==> src/hw/pwdt_pkg.sv <==
// Package for the programmable watchdog timer: register map, fields, reset values, types
package pwdt_pkg;

  // Register byte offsets on the Wishbone bus
  localparam logic [4:0] ADDR_CTRL       = 5'h00;
  localparam logic [4:0] ADDR_SERVICE    = 5'h04;
  localparam logic [4:0] ADDR_COUNT      = 5'h08;
  localparam logic [4:0] ADDR_IRQ_STATUS = 5'h0C;
  localparam logic [4:0] ADDR_IRQ_MASK   = 5'h10;

  // Control register fields
  localparam int CTRL_PRESCALE_BIT = 0;
  localparam int CTRL_RELOAD_LSB   = 8;
  localparam int CTRL_DISABLE_BIT  = 16;

  // Service and status register fields
  localparam int SVC_ARM_BIT     = 0;
  localparam int SVC_COMMIT_BIT  = 1;
  localparam int SVC_CAUSE_BIT   = 2;
  localparam int SVC_ENABLED_BIT = 3;

  // Interrupt status and mask fields
  localparam int IRQ_OVERFLOW_BIT = 0;
  localparam int IRQ_SERVICE_BIT  = 1;
  localparam int IRQ_REJECT_BIT   = 2;
  localparam int IRQ_WIDTH        = 3;

  // Counter geometry and prescaler
  localparam int              CNT_WIDTH     = 16;
  localparam int              BYTE_WIDTH    = 8;
  localparam int              PRESC_WIDTH   = 7;
  localparam logic [6:0]      PRESC_DIV2_LAST   = 7'h01;
  localparam logic [6:0]      PRESC_DIV128_LAST = 7'h7F;
  localparam logic [15:0]     CNT_MAX       = 16'hFFFF;

  // Reset values
  localparam logic [7:0]      RELOAD_RST    = 8'h00;
  localparam logic            PRESCALE_RST  = 1'b0;
  localparam logic [15:0]     CNT_RST       = 16'h0000;
  localparam logic [2:0]      IRQ_RST       = 3'h0;
  localparam logic [31:0]     DATA_ZERO     = 32'h0000_0000;

  // Length of the internal reset pulse raised on overflow
  localparam int WDRST_TIME_NS = 160;
  localparam int CLK_PERIOD_NS = 10;
  localparam int WDRST_CYCLES  = (WDRST_TIME_NS + CLK_PERIOD_NS - 1) / CLK_PERIOD_NS;

  typedef struct packed {
    logic       disabled;
    logic [7:0] reload;
    logic       prescaleSel;
  } pwdt_ctrl_t;

  typedef enum logic [0:0] {
    ST_RUN   = 1'b0,
    ST_RESET = 1'b1
  } pwdt_state_t;

endpackage

==> src/hw/pwdt_top.sv <==
// Programmable watchdog timer with Wishbone classic register slave
//
// Summary of operation
// - The watchdog is a 16-bit up-counter advancing once per prescaled tick.
// - The prescale select bit picks a tick of clock/2 when 0 and clock/128 when 1.
// - Each completed service loads the counter upper byte from the reload value.
// - Each completed service clears the counter lower byte to zero.
// - After any reset the watchdog is enabled and counting with no software action.
// - Once disabled, enabling again is ignored until the next reset.
// - Counter overflow before a service raises an internal system reset.
// - A watchdog-caused reset sets a readable cause flag distinct from external reset.
// - Service needs an arm write followed by a commit write in consecutive accesses.
// - In idle or power-down the counter freezes and no watchdog reset is raised.
// - Service to overflow lasts 2^(1+6*sel) * (2^16 - reload*2^8) clock periods.
`timescale 1ns/1ns

module pwdt_top #(
  parameter int WdResetCycles = pwdt_pkg::WDRST_CYCLES
) (
  input  wire logic        ref_clk,
  input  wire logic        reset_n,
  input  wire logic [4:0]  wb_adr_i,
  input  wire logic [31:0] wb_dat_i,
  output      logic [31:0] wb_dat_o,
  input  wire logic        wb_we_i,
  input  wire logic [3:0]  wb_sel_i,
  input  wire logic        wb_stb_i,
  input  wire logic        wb_cyc_i,
  output      logic        wb_ack_o,
  input  wire logic        idleMode,
  input  wire logic        powerDownMode,
  output      logic        wdtResetOut,
  output      logic        irqOut
);

  localparam logic [7:0] RstLen = 8'(WdResetCycles);

  // Bus registers
  logic [31:0]          rdData_r;
  logic [31:0]          rdData_nxt;
  logic                 ack_r;
  logic                 ack_nxt;

  // Watchdog state
  pwdt_pkg::pwdt_ctrl_t  ctrl_r;
  pwdt_pkg::pwdt_ctrl_t  ctrl_nxt;
  pwdt_pkg::pwdt_state_t state_r;
  pwdt_pkg::pwdt_state_t state_nxt;
  logic [15:0]          count_r;
  logic [15:0]          count_nxt;
  logic [6:0]           presc_r;
  logic [6:0]           presc_nxt;
  logic                 armed_r;
  logic                 armed_nxt;
  logic                 cause_r;
  logic                 cause_nxt;
  logic [7:0]           rstCnt_r;
  logic [7:0]           rstCnt_nxt;
  logic                 wdRst_r;
  logic                 wdRst_nxt;

  // Interrupt registers
  logic [2:0]           irqStat_r;
  logic [2:0]           irqStat_nxt;
  logic [2:0]           irqMask_r;
  logic [2:0]           irqMask_nxt;
  logic                 irq_r;
  logic                 irq_nxt;

  // Decoded bus access
  logic                 access;
  logic                 wrAccess;
  logic                 hitCtrl;
  logic                 hitSvc;
  logic                 hitCount;
  logic                 hitStat;
  logic                 hitMask;
  logic                 svcWrite;
  logic                 armWrite;
  logic                 commitWrite;
  logic                 serviceOk;
  logic                 serviceRej;
  logic                 running;
  logic                 tick;
  logic                 overflow;
  logic [6:0]           prescLast;
  logic [2:0]           irqEvents;

  // Request taken once; ack follows on the next edge
  assign access   = wb_cyc_i & wb_stb_i & ~ack_r;
  assign wrAccess = access & wb_we_i;
  // Only full word offsets decode; anything else reads zero
  assign hitCtrl  = (wb_adr_i == pwdt_pkg::ADDR_CTRL);
  assign hitSvc   = (wb_adr_i == pwdt_pkg::ADDR_SERVICE);
  assign hitCount = (wb_adr_i == pwdt_pkg::ADDR_COUNT);
  assign hitStat  = (wb_adr_i == pwdt_pkg::ADDR_IRQ_STATUS);
  assign hitMask  = (wb_adr_i == pwdt_pkg::ADDR_IRQ_MASK);

  // Both bits set is a commit, never a fresh arm
  assign svcWrite    = wrAccess & hitSvc & wb_sel_i[0];
  assign armWrite    = svcWrite & wb_dat_i[pwdt_pkg::SVC_ARM_BIT] &
                       ~wb_dat_i[pwdt_pkg::SVC_COMMIT_BIT];
  assign commitWrite = svcWrite & wb_dat_i[pwdt_pkg::SVC_COMMIT_BIT];
  // A commit during the own reset pulse is no service
  assign serviceOk   = commitWrite & armed_r & (state_r == pwdt_pkg::ST_RUN);
  assign serviceRej  = commitWrite & ~armed_r;

  // Counting stops when disabled, in a power saving mode or during own reset
  assign running = ~ctrl_r.disabled & ~idleMode & ~powerDownMode &
                   (state_r == pwdt_pkg::ST_RUN);
  // Tick on the last prescaler count, then wrap to zero
  assign prescLast = ctrl_r.prescaleSel ? pwdt_pkg::PRESC_DIV128_LAST :
                                          pwdt_pkg::PRESC_DIV2_LAST;
  assign tick      = running & (presc_r == prescLast);
  // A service in the same cycle beats the overflow
  assign overflow  = tick & (count_r == pwdt_pkg::CNT_MAX) & ~serviceOk;

  // Control register and arm sequencing
  always_comb begin
    ctrl_nxt  = ctrl_r;
    armed_nxt = armed_r;
    if (wrAccess && hitCtrl) begin
      if (wb_sel_i[0]) begin
        ctrl_nxt.prescaleSel = wb_dat_i[pwdt_pkg::CTRL_PRESCALE_BIT];
      end
      if (wb_sel_i[1]) begin
        ctrl_nxt.reload = wb_dat_i[pwdt_pkg::CTRL_RELOAD_LSB +: pwdt_pkg::BYTE_WIDTH];
      end
      // Only setting is honoured; clearing the bit cannot re-enable
      if (wb_sel_i[2] && wb_dat_i[pwdt_pkg::CTRL_DISABLE_BIT]) begin
        ctrl_nxt.disabled = 1'b1;
      end
    end
    // Any access closes the arm window, reads included
    if (access) begin
      armed_nxt = armWrite;
    end
    if (state_r == pwdt_pkg::ST_RESET) begin
      armed_nxt = 1'b0;
    end
  end

  always_ff @(posedge ref_clk) begin
    if (!reset_n) begin
      ctrl_r.disabled    <= 1'b0;
      ctrl_r.reload      <= pwdt_pkg::RELOAD_RST;
      ctrl_r.prescaleSel <= pwdt_pkg::PRESCALE_RST;
      armed_r            <= 1'b0;
    end else begin
      ctrl_r  <= ctrl_nxt;
      armed_r <= armed_nxt;
    end
  end

  // Counter, prescaler and internal reset sequencing
  always_comb begin
    count_nxt  = count_r;
    presc_nxt  = presc_r;
    state_nxt  = state_r;
    rstCnt_nxt = rstCnt_r;
    wdRst_nxt  = 1'b0;
    cause_nxt  = cause_r;
    case (state_r)
      pwdt_pkg::ST_RUN: begin
        // Prescaler restarts so the period counts from the service edge
        if (serviceOk) begin
          count_nxt = {ctrl_r.reload, 8'h00};
          presc_nxt = '0;
        end else if (running) begin
          presc_nxt = tick ? 7'h00 : 7'(presc_r + 7'h01);
          if (tick) begin
            count_nxt = 16'(count_r + 16'h0001);
          end
        end
        // Pulse leaves a flop one cycle after the overflow tick
        if (overflow) begin
          state_nxt  = pwdt_pkg::ST_RESET;
          rstCnt_nxt = RstLen;
          wdRst_nxt  = 1'b1;
          cause_nxt  = 1'b1;
        end
      end
      pwdt_pkg::ST_RESET: begin
        // Own reinitialisation resets counter and prescaler; control and interrupt registers keep their values, the cause flag stays set
        count_nxt = pwdt_pkg::CNT_RST;
        presc_nxt = '0;
        wdRst_nxt = 1'b1;
        // Count the pulse down; its last cycle hands back to run
        if (rstCnt_r <= 8'h01) begin
          state_nxt  = pwdt_pkg::ST_RUN;
          rstCnt_nxt = 8'h00;
          wdRst_nxt  = 1'b0;
        end else begin
          rstCnt_nxt = 8'(rstCnt_r - 8'h01);
        end
      end
      default: begin
        state_nxt = pwdt_pkg::ST_RUN;
      end
    endcase
    // Software clear loses against a new watchdog reset
    if (svcWrite && wb_dat_i[pwdt_pkg::SVC_CAUSE_BIT] && !overflow) begin
      cause_nxt = 1'b0;
    end
  end

  always_ff @(posedge ref_clk) begin
    if (!reset_n) begin
      count_r  <= pwdt_pkg::CNT_RST;
      presc_r  <= '0;
      state_r  <= pwdt_pkg::ST_RUN;
      rstCnt_r <= 8'h00;
      wdRst_r  <= 1'b0;
      cause_r  <= 1'b0;
    end else begin
      count_r  <= count_nxt;
      presc_r  <= presc_nxt;
      state_r  <= state_nxt;
      rstCnt_r <= rstCnt_nxt;
      wdRst_r  <= wdRst_nxt;
      cause_r  <= cause_nxt;
    end
  end

  // Interrupt status, mask and output
  // Event order matches the status bit layout
  assign irqEvents = {serviceRej, serviceOk, overflow};

  always_comb begin
    irqStat_nxt = irqStat_r;
    irqMask_nxt = irqMask_r;
    if (wrAccess && hitStat && wb_sel_i[0]) begin
      irqStat_nxt = irqStat_r & ~wb_dat_i[pwdt_pkg::IRQ_WIDTH-1:0];
    end
    // A new mask acts on the interrupt at the same edge
    if (wrAccess && hitMask && wb_sel_i[0]) begin
      irqMask_nxt = wb_dat_i[pwdt_pkg::IRQ_WIDTH-1:0];
    end
    // Set after clear so a same-cycle event survives
    irqStat_nxt = irqStat_nxt | irqEvents;
    irq_nxt     = |(irqStat_nxt & irqMask_nxt);
  end

  always_ff @(posedge ref_clk) begin
    if (!reset_n) begin
      irqStat_r <= pwdt_pkg::IRQ_RST;
      irqMask_r <= pwdt_pkg::IRQ_RST;
      irq_r     <= 1'b0;
    end else begin
      irqStat_r <= irqStat_nxt;
      irqMask_r <= irqMask_nxt;
      irq_r     <= irq_nxt;
    end
  end

  // Bus slave: one wait state, unmapped reads return zero
  always_comb begin
    ack_nxt    = access;
    rdData_nxt = rdData_r;
    if (access) begin
      // Writes answer with zero data
      rdData_nxt = pwdt_pkg::DATA_ZERO;
      if (!wb_we_i) begin
        if (hitCtrl) begin
          rdData_nxt[pwdt_pkg::CTRL_PRESCALE_BIT] = ctrl_r.prescaleSel;
          rdData_nxt[pwdt_pkg::CTRL_RELOAD_LSB +: pwdt_pkg::BYTE_WIDTH] = ctrl_r.reload;
          rdData_nxt[pwdt_pkg::CTRL_DISABLE_BIT] = ctrl_r.disabled;
        end
        if (hitSvc) begin
          rdData_nxt[pwdt_pkg::SVC_ARM_BIT]     = armed_r;
          rdData_nxt[pwdt_pkg::SVC_CAUSE_BIT]   = cause_r;
          rdData_nxt[pwdt_pkg::SVC_ENABLED_BIT] = ~ctrl_r.disabled;
        end
        if (hitCount) begin
          rdData_nxt[pwdt_pkg::CNT_WIDTH-1:0] = count_r;
        end
        if (hitStat) begin
          rdData_nxt[pwdt_pkg::IRQ_WIDTH-1:0] = irqStat_r;
        end
        if (hitMask) begin
          rdData_nxt[pwdt_pkg::IRQ_WIDTH-1:0] = irqMask_r;
        end
      end
    end
  end

  always_ff @(posedge ref_clk) begin
    if (!reset_n) begin
      ack_r    <= 1'b0;
      rdData_r <= pwdt_pkg::DATA_ZERO;
    end else begin
      ack_r    <= ack_nxt;
      rdData_r <= rdData_nxt;
    end
  end

  // Every output comes straight from a flop
  assign wb_ack_o    = ack_r;
  assign wb_dat_o    = rdData_r;
  assign wdtResetOut = wdRst_r;
  assign irqOut      = irq_r;

endmodule // pwdt_top

==> config.mk <==
export PLATFORM = sky130hd
export DESIGN_NAME = pwdt_top
export DESIGN_NICKNAME = d
export VERILOG_FILES = /design/src/hw/pwdt_pkg.sv /design/src/hw/pwdt_top.sv
export SDC_FILE = /design/constraint.sdc
export NUM_CORES = 1
export LEC_CHECK = 0
export BUFFER_PORTS_ARGS = -buffer_cell sky130_fd_sc_hd__buf_4
export CAP_MARGIN = 20
export CORE_MARGIN = 1
export CORE_UTILIZATION = 60
export CTS_BUF_LIST = sky130_fd_sc_hd__clkbuf_4 sky130_fd_sc_hd__clkbuf_8
export CTS_CLUSTER_SIZE = 20
export DETAILED_ROUTE_END_ITERATION = 10
export GPL_ROUTABILITY_DRIVEN = 0
export HOLD_SLACK_MARGIN = 0.05
export PLACE_DENSITY = 0.91
export SLEW_MARGIN = 10
export SYNTH_ARGS = -nofsm -noshare
export SYNTH_HDL_FRONTEND = slang
export SYNTH_SLANG_ARGS = --single-unit
==> constraint.sdc <==
create_clock -name ref_clk -period 4.3 [get_ports ref_clk]
set_clock_uncertainty 0.05 [all_clocks]
set_input_delay 0.215 -clock ref_clk [delete_from_list [all_inputs] [get_ports ref_clk]]
set_output_delay 0.215 -clock ref_clk [all_outputs]
set_load 0.02 [all_outputs]
[Word-level counts from Yosys, hierarchy flattened]
Index checks and enable logic that the tools add are counted.
Word-level totals
  bits of input ports: 48
  output and inout port bits: 35
  register bits after elaboration: 69
Operators by class
  add/subtract/negate cells: 3
  reduce and logical (&&, ||, !) cells: 18
  mux-type cells: 25
  $lt $le $gt $ge: 1
  bitwise operators: 30
  equality and inequality tests: 9
Operator list (number)
  16-bit 2-to-1 mux: 4
  16-bit one-hot mux with 2 select lines: 1
  7-bit 2-to-1 mux: 4
  1-bit AND: 17
  17-bit 2-to-1 mux: 1
  16-bit by 1-bit adder with 16-bit output, second input constant: 1
  16-bit equality test, second input constant: 1
  8-bit 2-to-1 mux: 2
  8-bit one-hot mux with 2 select lines: 1
  7-bit one-hot mux with 2 select lines: 1
  3-bit 2-to-1 mux: 4
  5-bit by 4-bit equality test with 1-bit output, second input constant: 2
  2-bit AND reduction: 5
  9-bit 2-to-1 mux: 1
  1-bit inverter: 9
  8-bit by 1-bit <= comparator with 1-bit output, second input constant: 1
  1-bit logical AND: 8
  8-bit by 1-bit subtractor with 8-bit output, second input constant: 1
  7-bit by 1-bit adder with 7-bit output, second input constant: 1
  7-bit equality test: 1
  3-bit AND: 2
  3-bit inequality test, second input constant: 2
  5-bit by 3-bit equality test with 1-bit output, second input constant: 1
  5-bit equality test, second input constant: 1
  10 further kinds: 14

[Longest topological paths before layout]
Gate-level depths: netlist of the first run.
  word-level depth: 13
  mapped depth: 9

[Worst setup path after synthesis of the first run]
No wires, ideal clock.
  path type: register -> register
  from: reg ack_r (netlist: wb_ack_o)
  to: reg rstCnt_r[2]
  setup slack: 2.370 ns
  setup time: 0.120 ns
  path buffers: 3
  cell stages (with the launch flop): 10
  data arrival time: 1.760 ns
  path through: dfxtp_1 and4b_1 buf_4 and2_4 buf_6 nand4_4 and3_1 buf_6 nor2_1 a211o_1
On the way
  longest elaborated chain between the ends: 11
RTL lines
  start: declaration: RTL line pwdt_top.sv:41  | logic ack_r;
  start signal: assignment: RTL line pwdt_top.sv:292  | ack_r <= ack_nxt;
  1-bit inverter: RTL line pwdt_top.sv:90  | assign access = wb_cyc_i & wb_stb_i & ~ack_r;
  1-bit AND: RTL line pwdt_top.sv:90
  1-bit AND: RTL line pwdt_top.sv:91  | assign wrAccess = access & wb_we_i;
  1-bit AND (2 in series): RTL line pwdt_top.sv:100  | assign svcWrite = wrAccess & hitSvc & wb_sel_i[0];
  1-bit AND: RTL line pwdt_top.sv:103  | assign commitWrite = svcWrite & wb_dat_i[pwdt_pkg::SVC_COMMIT_BIT];
  1-bit AND (2 in series): RTL line pwdt_top.sv:105  | assign serviceOk = commitWrite & armed_r & (state_r == pwdt_pkg::ST_RUN);
  1-bit inverter: RTL line pwdt_top.sv:116  | assign overflow = tick & (count_r == pwdt_pkg::CNT_MAX) & ~serviceOk;
  1-bit AND: RTL line pwdt_top.sv:116
  2-bit inequality test (no line)
  end signal: assignment: RTL line pwdt_top.sv:219  | rstCnt_r <= rstCnt_nxt;
  end: declaration: RTL line pwdt_top.sv:57  | logic [7:0] rstCnt_r;
Every way passes these cells.
A chain may end at the register's enable or synchronous reset.

[Final worst setup path of the first run]
  from: reg ctrl_r[9] (netlist name)
  to: reg rstCnt_r[2]
On the way
  longest elaborated chain between the ends: 8
RTL lines
  start: declaration: RTL line pwdt_top.sv:45  | pwdt_pkg::pwdt_ctrl_t ctrl_r;
  start signal: assignment: RTL line pwdt_top.sv:150  | ctrl_r <= ctrl_nxt;
  1-bit inverter: RTL line pwdt_top.sv:109  | assign running = ~ctrl_r.disabled & ~idleMode & ~powerDownMode &
  1-bit AND (3 in series): RTL line pwdt_top.sv:109
  1-bit AND: RTL line pwdt_top.sv:114  | assign tick = running & (presc_r == prescLast);
  1-bit AND (2 in series): RTL line pwdt_top.sv:116
  2-bit inequality test (no line)
Every way passes these cells.

==> impl_table.tex, run 1 <==
\begin{tabular}{lr}
\hline
Metric & Value \\
\hline
\multicolumn{2}{l}{\textbf{Route}} \\
\quad Average wire per cell in the routed design & 16.46 µm \\
\quad Detailed Routing Iterations Pass 1 & 5 \\
\quad Violation count after the first detailed-routing iteration & 205 \\
\quad Via count normalized by instance count & 6.069 \\
\quad Remaining antenna violation count after routing & 0 \\
\quad Post-detailed-routing wire length & 8.527 mm \\
\quad Count of vias placed by the detailed router & 3144 \\
\quad Residual DRC & 0 \\
\multicolumn{2}{l}{\textbf{Critical path}} \\
\quad Cell type of the slowest stage on the worst timing path & sky130\_fd\_sc\_hd\_\_dfxtp\_1 \\
\quad Crit end category & register \\
\quad Category of the most critical setup path & reg2reg \\
\quad Cell class contributing the biggest share of worst-path delay & simple AND/OR/NAND/NOR gates \\
\quad Startpoint of the worst-slack reg-to-reg timing path & ctrl\_r[9]\$\_SDFFE\_PN0P\_ \\
\quad CP peak stage delay & 0.39 ns \\
\quad Buffers \& Inverters on Critical Path & 0 \\
\quad Launching element type of the critical path & register \\
\quad Worst path cell trace & nor3\_4 > nand3\_2 > a21oi\_4 > and3\_1 > nor2\_1 > a211o\_1 \\
\quad Maximum fanout along the worst path & 9 \\
\quad Arr. time, crit path & 2.38 ns \\
\quad Terminus of the critical flop-to-flop path & rstCnt\_r[2]\$\_SDFFE\_PN0P\_ \\
\quad Flop2flop setup slack & 2.11 ns \\
\quad Required time reported for the critical path endpoint & 4.49 ns \\
\quad R2r worst-path depth & 6 \\
\multicolumn{2}{l}{\textbf{Global routing}} \\
\quad Pin count of the biggest net entering global routing & 39 \\
\quad GRT Util Overall & 29.43\% \\
\quad Number of antenna violations at the first check in global routing & 0 \\
\quad Remaining Overflow, GRT & 0 \\
\quad First-pass GRT wire length & 14.02 mm \\
\quad Number of global-route vias before repair & 2901 \\
\multicolumn{2}{l}{\textbf{Floorplanning}} \\
\quad Count of standard-cell rows & 27 \\
\quad Width of the chip & 78.07 µm \\
\quad Boundary pin count & 83 \\
\quad Die boundary height & 78.07 µm \\
\quad Area of the die & 6095 µm² \\
\quad Effective utilization at floorplan & 62.67\% \\
\quad Area of the core region & 5540 µm² \\
\multicolumn{2}{l}{\textbf{Placed design}} \\
\quad Placed Instances & 498 \\
\quad Pre-CTS setup slack & 2.136 ns \\
\quad I/O Buffers & 46 \\
\quad Detailed placer's ending HPWL & 6.153 mm \\
\multicolumn{2}{l}{\textbf{CTS}} \\
\quad Maximum level of the CTS H-tree & 3 \\
\quad TritonCTS clock tree & yes \\
\quad Post CTS Setup Buffer Count & 0 \\
\quad Number of gates resized after CTS & 0 \\
\quad CTS root buf & sky130\_fd\_sc\_hd\_\_clkbuf\_8 \\
\quad TritonCTS buffer count & 9 \\
\quad Clock slew seen by the registers of the worst setup and hold paths & 0.08 ns \\
\quad Worst-Skew Late Latency & 0.35 ns \\
\quad Longest Clk Path Bufs & 2 \\
\quad Total clock sinks & 69 \\
\multicolumn{2}{l}{\textbf{Synth}} \\
\quad Part of the Yosys area used for sequential elements & 39.78\% \\
\quad Mean instance size in the synthesized netlist & 8.790 µm² \\
\quad Synth Register Bits & 69 \\
\quad Mapped cell area & 3472 µm² \\
\quad Number of warning messages in the yosys log & 0 \\
\quad Cells after synthesis & 395 \\
\quad Proportion of synthesized flip-flops having asynchronous set or reset & 0\% \\
\quad Commonest register cell after synthesis & sky130\_fd\_sc\_hd\_\_dfxtp\_1 \\
\quad Number of enable flip-flop cells after synthesis & 0 \\
\quad Number of library cell types mapped by synthesis & 59 \\
\multicolumn{2}{l}{\textbf{Worst hold path}} \\
\quad Worst Hold Path EP & ctrl\_r[8]\$\_SDFFE\_PN0P\_ \\
\quad Worst min-delay path startpoint & wb\_dat\_i[15] \\
\quad Number of cells on the worst hold path & 3 \\
\quad Path class of the lowest-slack min-delay path & in2reg \\
\multicolumn{2}{l}{\textbf{Final layout}} \\
\quad Synthesis-to-finish area growth & 15.71\% \\
\quad Number of nets in the layout & 493 \\
\quad Share of final-layout standard cells stronger than drive strength 1 & 17.26\% \\
\quad Combined flip-flop and latch cell area & 1381 µm² \\
\quad Filler instances & 418 \\
\quad Area of the multi-input gates & 1902 µm² \\
\quad Number of antenna diodes & 0 \\
\quad Fin cells & 518 \\
\multicolumn{2}{l}{\textbf{STA}} \\
\quad RSZ-0062 raised after global routing & no \\
\quad Transition at the pin with the smallest max-transition slack & 0.8376 ns \\
\quad Setup\_tns & 0 ns \\
\quad Pins Over Slew Limit & 0 \\
\quad Max\_slew headroom & 43.95\% \\
\quad Max Clock Freq & 456.4 MHz \\
\quad Final setup violation count & 0 \\
\quad Final count of hold timing violations & 0 \\
\quad Fin worst setup slack & 2.109 ns \\
\quad Ratio of final minimum period to clock period & 50.95\% \\
\quad Final Critical Period & 2.191 ns \\
\multicolumn{2}{l}{\textbf{Run}} \\
\quad Number of violations of the max-capacitance limit & 0 \\
\multicolumn{2}{l}{\textbf{Pwr}} \\
\quad Worst vdd ir & 0.0002428 V \\
\quad Static Leakage & 1.677 nW \\
\quad Power per standard cell area & 311.3 nW/µm² \\
\quad Total chip power & 1.251 mW \\
\multicolumn{2}{l}{\textbf{Run status}} \\
\quad Run status & finished clean \\
\hline
\end{tabular}
## cells in the final DEF (no fill, tap or decap), types with 5 or more instances in the layout
cell type / netlist / routed
sky130_fd_sc_hd__dfxtp_1: 69 / 69
sky130_fd_sc_hd__a22oi_1: 15 / 15
sky130_fd_sc_hd__nor2_1: 56 / 56
sky130_fd_sc_hd__xor2_1: 10 / 10
sky130_fd_sc_hd__a21oi_1: 16 / 16
sky130_fd_sc_hd__xnor2_1: 10 / 10
sky130_fd_sc_hd__a22o_1: 8 / 8
sky130_fd_sc_hd__nor3_1: 9 / 9
sky130_fd_sc_hd__and4_1: 5 / 5
sky130_fd_sc_hd__nand2_1: 30 / 30
sky130_fd_sc_hd__nand4_1: 9 / 9
sky130_fd_sc_hd__clkbuf_8: 0 / 9
sky130_fd_sc_hd__a31oi_1: 6 / 6
sky130_fd_sc_hd__o21ai_0: 11 / 11
sky130_fd_sc_hd__mux2i_1: 12 / 12
sky130_fd_sc_hd__conb_1: 1 / 15
sky130_fd_sc_hd__inv_1: 11 / 11
sky130_fd_sc_hd__nand3_1: 15 / 15
sky130_fd_sc_hd__and2_1: 8 / 8
sky130_fd_sc_hd__buf_4: 17 / 49
## stage by stage
| stage | hold slack (ns) | util, % | area, µm² |
|---|---|---|---|
| finish | 0.05165 | 72.52 | 4018 |
| global route | 0.07293 | 72.52 | 4018 |
| CTS | 0.05052 | 72.52 | 4018 |
| detailed placement | 0.4044 | 68.27 | 3782 |
| global placement | 0.3936 | 68.27 | 3782 |
| floorplan | 0.3089 | - | 3525 |
## how the worst max path moves through the flow
stage	end	depth (start not counted)	slack [ns]	startpoint
floorplan	rstCnt_r[2]$_SDFFE_PN0P_	9	2.37	wb_ack_o$_SDFF_PN0_
global placement	rstCnt_r[2]$_SDFFE_PN0P_	6	2.23	ctrl_r[9]$_SDFFE_PN0P_
detailed placement	rstCnt_r[2]$_SDFFE_PN0P_	6	2.14	ctrl_r[9]$_SDFFE_PN0P_
CTS	rstCnt_r[2]$_SDFFE_PN0P_	6	2.11	ctrl_r[9]$_SDFFE_PN0P_
global route	count_r[11]$_SDFFE_PN0P_	6	2.04	wb_ack_o$_SDFF_PN0_
finish	rstCnt_r[2]$_SDFFE_PN0P_	6	2.11	ctrl_r[9]$_SDFFE_PN0P_
## state kept, by name, indices dropped and copies added, names as in the netlist, 3 cells and up
register   flops
wb_dat_o      17
count_r       16
ctrl_r        10
rstCnt_r       8
presc_r        7
irqMask_r      3
irqStat_r      3
## cells by family (layout without fill, tap and decap cells)
kind of cell / count (synthesis) / after routing / share of synthesized area (%)
adders and majority gates: 4 / 4 / 1.441
AOI/OAI and AO/OA: 85 / 85 / 18.13
other: 1 / 15 / 0.1080
buffers and inverters: 43 / 80 / 6.955
muxes: 12 / 12 / 3.460
DFF: 69 / 69 / 39.78
and+or+nand+nor: 161 / 161 / 25.08
xor gates and xnor gates: 20 / 20 / 5.045
## per-layer routing
layer | global-route usage, % | wire [µm]
met1 | 35.91 | 3518
met2 | 50.61 | 4330
met3 | 4.535 | 470
met4 | 13.89 | 206
met5 | 0 | 0
## cell usage after synthesis, types with 10 or more instances
master / number / area share [%]
sky130_fd_sc_hd__a21oi_1: 16 / 2.3
sky130_fd_sc_hd__a22oi_1: 15 / 3.2
sky130_fd_sc_hd__buf_4: 17 / 3.7
sky130_fd_sc_hd__clkbuf_1: 11 / 1.2
sky130_fd_sc_hd__dfxtp_1: 69 / 40
sky130_fd_sc_hd__inv_1: 11 / 1.2
sky130_fd_sc_hd__mux2i_1: 12 / 3.5
sky130_fd_sc_hd__nand2_1: 30 / 3.2
sky130_fd_sc_hd__nand3_1: 15 / 2.2
sky130_fd_sc_hd__nor2_1: 56 / 6.1
sky130_fd_sc_hd__o21ai_0: 11 / 1.6
sky130_fd_sc_hd__xnor2_1: 10 / 2.5
sky130_fd_sc_hd__xor2_1: 10 / 2.5
## worst register-to-register path, cell delays in order (launching register included)
cell and delay [ns]:
sky130_fd_sc_hd__dfxtp_1 0.39, sky130_fd_sc_hd__nor3_4 0.35, sky130_fd_sc_hd__nand3_2 0.22, sky130_fd_sc_hd__a21oi_4 0.31, sky130_fd_sc_hd__and3_1 0.38, sky130_fd_sc_hd__nor2_1 0.10, sky130_fd_sc_hd__a211o_1 0.29
## what timing repair did
item                                    CTS  global route
hold buffers                              4             0
endpoints found under the setup margin    0             0
endpoints found under the hold margin     4             0
## layout make-up
cell class / count / share of cell area, %
Multi-Input combinational cell: 297 / 47.34
Timing Repair Buffer: 53 / 10.15
Clock inverter: 6 / 1.588
Sequential cell: 69 / 34.38
Tap cell: 72 / 2.242
Inverter: 11 / 1.028
Clock buffer: 10 / 3.270
## power breakdown
group	switching, mW	internal [mW]
Combinational	0.0533	0.0300
Sequential	0.00366	0.641
Clock	0.250	0.273
Total	0.307	0.944
(Power assumes the default switching activity.)
==> inputs of run 2 (changes only) <==
--- a/config.mk
+++ b/config.mk
@@ -8,13 +8,13 @@
 export BUFFER_PORTS_ARGS = -buffer_cell sky130_fd_sc_hd__buf_4
 export CAP_MARGIN = 20
 export CORE_MARGIN = 1
-export CORE_UTILIZATION = 60
+export CORE_UTILIZATION = 56
 export CTS_BUF_LIST = sky130_fd_sc_hd__clkbuf_4 sky130_fd_sc_hd__clkbuf_8
 export CTS_CLUSTER_SIZE = 20
 export DETAILED_ROUTE_END_ITERATION = 10
 export GPL_ROUTABILITY_DRIVEN = 0
 export HOLD_SLACK_MARGIN = 0.05
-export PLACE_DENSITY = 0.91
+export PLACE_DENSITY = 0.86
 export SLEW_MARGIN = 10
 export SYNTH_ARGS = -nofsm -noshare
 export SYNTH_HDL_FRONTEND = slang
==> constraint.sdc (replaced) <==
create_clock -name ref_clk -period 2.2 [get_ports ref_clk]
set_clock_uncertainty 0.05 [all_clocks]
set_input_delay 0.11 -clock ref_clk [delete_from_list [all_inputs] [get_ports ref_clk]]
set_output_delay 0.11 -clock ref_clk [all_outputs]
set_load 0.02 [all_outputs]
==> run 2 against run 1 <==
  * Routed wire length up 0.96%
  * Via count up 0.13%
  * Largest cell class unchanged
  * Critical endpoint is now presc_r[4]$_SDFFE_PN0P_
  * Critical path type unchanged
  * Die area up 7.0%
  * First-iteration DRC count down 4.9%
  * Total power up 110%
==> impl_table.tex, run 2 (same netlist as run 1, synthesis figures left out) <==
\begin{tabular}{lr}
\hline
Metric & Value \\
\hline
\multicolumn{2}{l}{\textbf{Run status}} \\
\quad Run status & finished clean \\
\multicolumn{2}{l}{\textbf{Global routing}} \\
\quad Pin count of the biggest net entering global routing & 39 (unchanged) \\
\quad First-pass GRT wire length & 13.75 mm (-1.9\%) \\
\quad Number of antenna violations at the first check in global routing & 0 (unchanged) \\
\quad Number of global-route vias before repair & 3022 (+4.2\%) \\
\quad GRT Util Overall & 28.18\% (-1.2 points) \\
\quad Remaining Overflow, GRT & 0 (unchanged) \\
\multicolumn{2}{l}{\textbf{STA}} \\
\quad Max Clock Freq & 498.7 MHz (+9.3\%) \\
\quad Setup\_tns & 0 ns (unchanged) \\
\quad Ratio of final minimum period to clock period & 91.15\% (+40 points) \\
\quad Pins Over Slew Limit & 0 (unchanged) \\
\quad RSZ-0062 raised after global routing & no \\
\quad Final Critical Period & 2.005 ns (-0.1857 ns) \\
\quad Final setup violation count & 0 (unchanged) \\
\quad Transition at the pin with the smallest max-transition slack & 0.5669 ns (-0.2707 ns) \\
\quad Max\_slew headroom & 62.09\% (+18 points) \\
\quad Final count of hold timing violations & 0 (unchanged) \\
\multicolumn{2}{l}{\textbf{Final layout}} \\
\quad Top library cells by usage in the layout, fill and taps aside & sky130\_fd\_sc\_hd\_\_dfxtp\_1, sky130\_fd\_sc\_hd\_\_buf\_4, sky130\_fd\_sc\_hd\_\_nor2\_1 \\
\quad Most common cell after layout, fill and taps aside & sky130\_fd\_sc\_hd\_\_dfxtp\_1 \\
\quad Core Util, Final & 71.05\% (-1.5 points) \\
\quad Filler instances & 470 (+12\%) \\
\quad Number of flip-flops in the largest register & 17 (unchanged) \\
\quad Number of antenna diodes & 0 (unchanged) \\
\quad Area of the multi-input gates & 1902 µm² (unchanged) \\
\quad Combined flip-flop and latch cell area & 1381 µm² (unchanged) \\
\quad Share of final-layout standard cells stronger than drive strength 1 & 18.63\% (+1.4 points) \\
\quad Synthesis-to-finish area growth & 21.87\% \\
\quad Number of nets in the layout & 515 (+4.5\%) \\
\multicolumn{2}{l}{\textbf{Route}} \\
\quad Residual DRC & 0 (unchanged) \\
\quad Count of vias placed by the detailed router & 3148 (+0.13\%) \\
\quad Detailed Routing Iterations Pass 1 & 5 (unchanged) \\
\quad Via count normalized by instance count & 5.808 (-4.3\%) \\
\quad Remaining antenna violation count after routing & 0 (unchanged) \\
\quad Violation count after the first detailed-routing iteration & 195 (-4.9\%) \\
\quad Average wire per cell in the routed design & 15.88 µm (-3.5\%) \\
\quad Post-detailed-routing wire length & 8.609 mm (+0.96\%) \\
\multicolumn{2}{l}{\textbf{Pwr}} \\
\quad Sequential fraction of design power & 49.0\% (-2.5 points) \\
\quad Power per standard cell area & 606.2 nW/µm² (+95\%) \\
\quad Worst vdd ir & 0.0004369 V (+80\%) \\
\quad Static Leakage & 1.793 nW (+6.9\%) \\
\quad Internal Pwr Total & 1.983 mW (+110\%) \\
\quad Net Sw Frac & 22.69\% (-1.9 points) \\
\quad Net switching component of the power & 581.9 µW (+90\%) \\
\quad Clk network pwr share & 43.8\% (+2.0 points) \\
\quad Gate power share & 7.2\% (+0.5 points) \\
\multicolumn{2}{l}{\textbf{Critical path}} \\
\quad Launching element type of the critical path & register \\
\quad Crit end category & register \\
\quad Arr. time, crit path & 2.20 ns (-0.18 ns) \\
\quad CP peak stage delay & 0.46 ns (+0.07 ns) \\
\quad Maximum fanout along the worst path & 6 (-3) \\
\quad Required time reported for the critical path endpoint & 2.39 ns (-2.10 ns) \\
\quad Category of the most critical setup path & reg2reg \\
\quad Cell type of the slowest stage on the worst timing path & sky130\_fd\_sc\_hd\_\_a21boi\_0 \\
\quad R2r worst-path depth & 6 (unchanged) \\
\quad Worst path cell trace & and4b\_1 > nand4\_1 > a21boi\_0 > nand3\_1 > xor2\_1 > nor2\_1 \\
\multicolumn{2}{l}{\textbf{CTS}} \\
\quad TritonCTS clock tree & yes \\
\quad Post CTS Setup Buffer Count & 0 (unchanged) \\
\quad Maximum level of the CTS H-tree & 3 (unchanged) \\
\quad Longest Clk Path Bufs & 2 (unchanged) \\
\quad Worst-Skew Late Latency & 0.35 ns (about the same) \\
\quad CTS root buf & sky130\_fd\_sc\_hd\_\_clkbuf\_8 \\
\quad Clock slew seen by the registers of the worst setup and hold paths & 0.07 ns (about the same) \\
\quad TritonCTS buffer count & 9 (unchanged) \\
\quad Total clock sinks & 69 (unchanged) \\
\multicolumn{2}{l}{\textbf{Floorplanning}} \\
\quad Area of the core region & 5956 µm² (+7.5\%) \\
\quad Count of standard-cell rows & 28 (+3.7\%) \\
\quad Boundary pin count & 83 (unchanged) \\
\quad Effective utilization at floorplan & 58.30\% (-4.4 points) \\
\quad Width of the chip & 80.74 µm (+3.4\%) \\
\quad Die boundary height & 80.74 µm (+3.4\%) \\
\quad Area of the die & 6519 µm² (+7.0\%) \\
\multicolumn{2}{l}{\textbf{Placed design}} \\
\quad Detailed placer's ending HPWL & 5.961 mm (-3.1\%) \\
\quad I/O Buffers & 46 (unchanged) \\
\multicolumn{2}{l}{\textbf{Worst hold path}} \\
\quad Number of cells on the worst hold path & 4 (+1) \\
\quad Path class of the lowest-slack min-delay path & in2reg \\
\multicolumn{2}{l}{\textbf{Run}} \\
\quad Number of violations of the max-capacitance limit & 0 (unchanged) \\
\hline
\end{tabular}
[run 2: power by group through the flow]
stage	sequential, mW	clock, mW	combinational [mW]
2_1_floorplan	1.29	0	0.112
6_report	1.26	1.12	0.184
3_3_place_gp	1.29	0	0.157
3_5_place_dp	1.29	0	0.160
5_1_grt	1.26	1.19	0.199
4_1_cts	1.26	1.14	0.181
[run 2: timing repair]
action,in CTS,in global routing
hold endpoints to repair,19,0
hold buffers,15,0
resized for setup,0,0
[run 2: worst paths after layout]
| kind | start | endpoint | slack, ns |
|---|---|---|---|
| max reg2reg | wb_ack_o$_SDFF_PN0_ | presc_r[4]$_SDFFE_PN0P_ | 0.19 |
| min | idleMode | presc_r[0]$_SDFFE_PN0P_ | 0.09 |
| max | wb_ack_o$_SDFF_PN0_ | presc_r[4]$_SDFFE_PN0P_ | 0.19 |
| min reg2reg | wb_dat_o[0]$_SDFFE_PN0N_ | wb_dat_o[0]$_SDFFE_PN0N_ | 0.42 |
[run 2: per-layer routing]
metal	global-route usage, %	vias up	part of all wire [%]	wire, µm
met2	50.59	97	51	4431
met3	7.079	20	5.1	438
met4	11.79	0	2.5	218
met5	0	-	0	0
met1	31.61	1503	41	3520
li1	-	1528	-	-
[run 2: critical path: cells and delay by family, from the launching register on]
kind / cells / cell delay (ns)
AO/OA/AOI/OAI: 1 / 0.46
XOR/XNOR: 1 / 0.16
flip-flops: 1 / 0.33
AND/OR/NAND/NOR: 4 / 0.91
[run 2: final cells by class]
class / count / share of cell area [%]
multi-input cells: 297 / 44.94
flip-flops and latches: 69 / 32.64
repair buffers: 75 / 14.19
clock buffers: 10 / 3.253
well taps: 75 / 2.218
clock inverters: 5 / 1.774
inverters: 11 / 0.9758
[run 2: stage by stage]
stage	setup slack (ns)	instance area [µm²]	total power, mW	instances	hold WS (ns)
global route	0.01311	4232	2.647	542	0.1033
CTS	0.2234	4232	2.583	542	0.07291
floorplan	0.2704	3525	1.399	409	0.2039
finish	0.1947	4232	2.565	542	0.09068
detailed placement	0.2313	3869	1.447	512	0.2971
global placement	0.2506	3869	1.443	512	0.2896
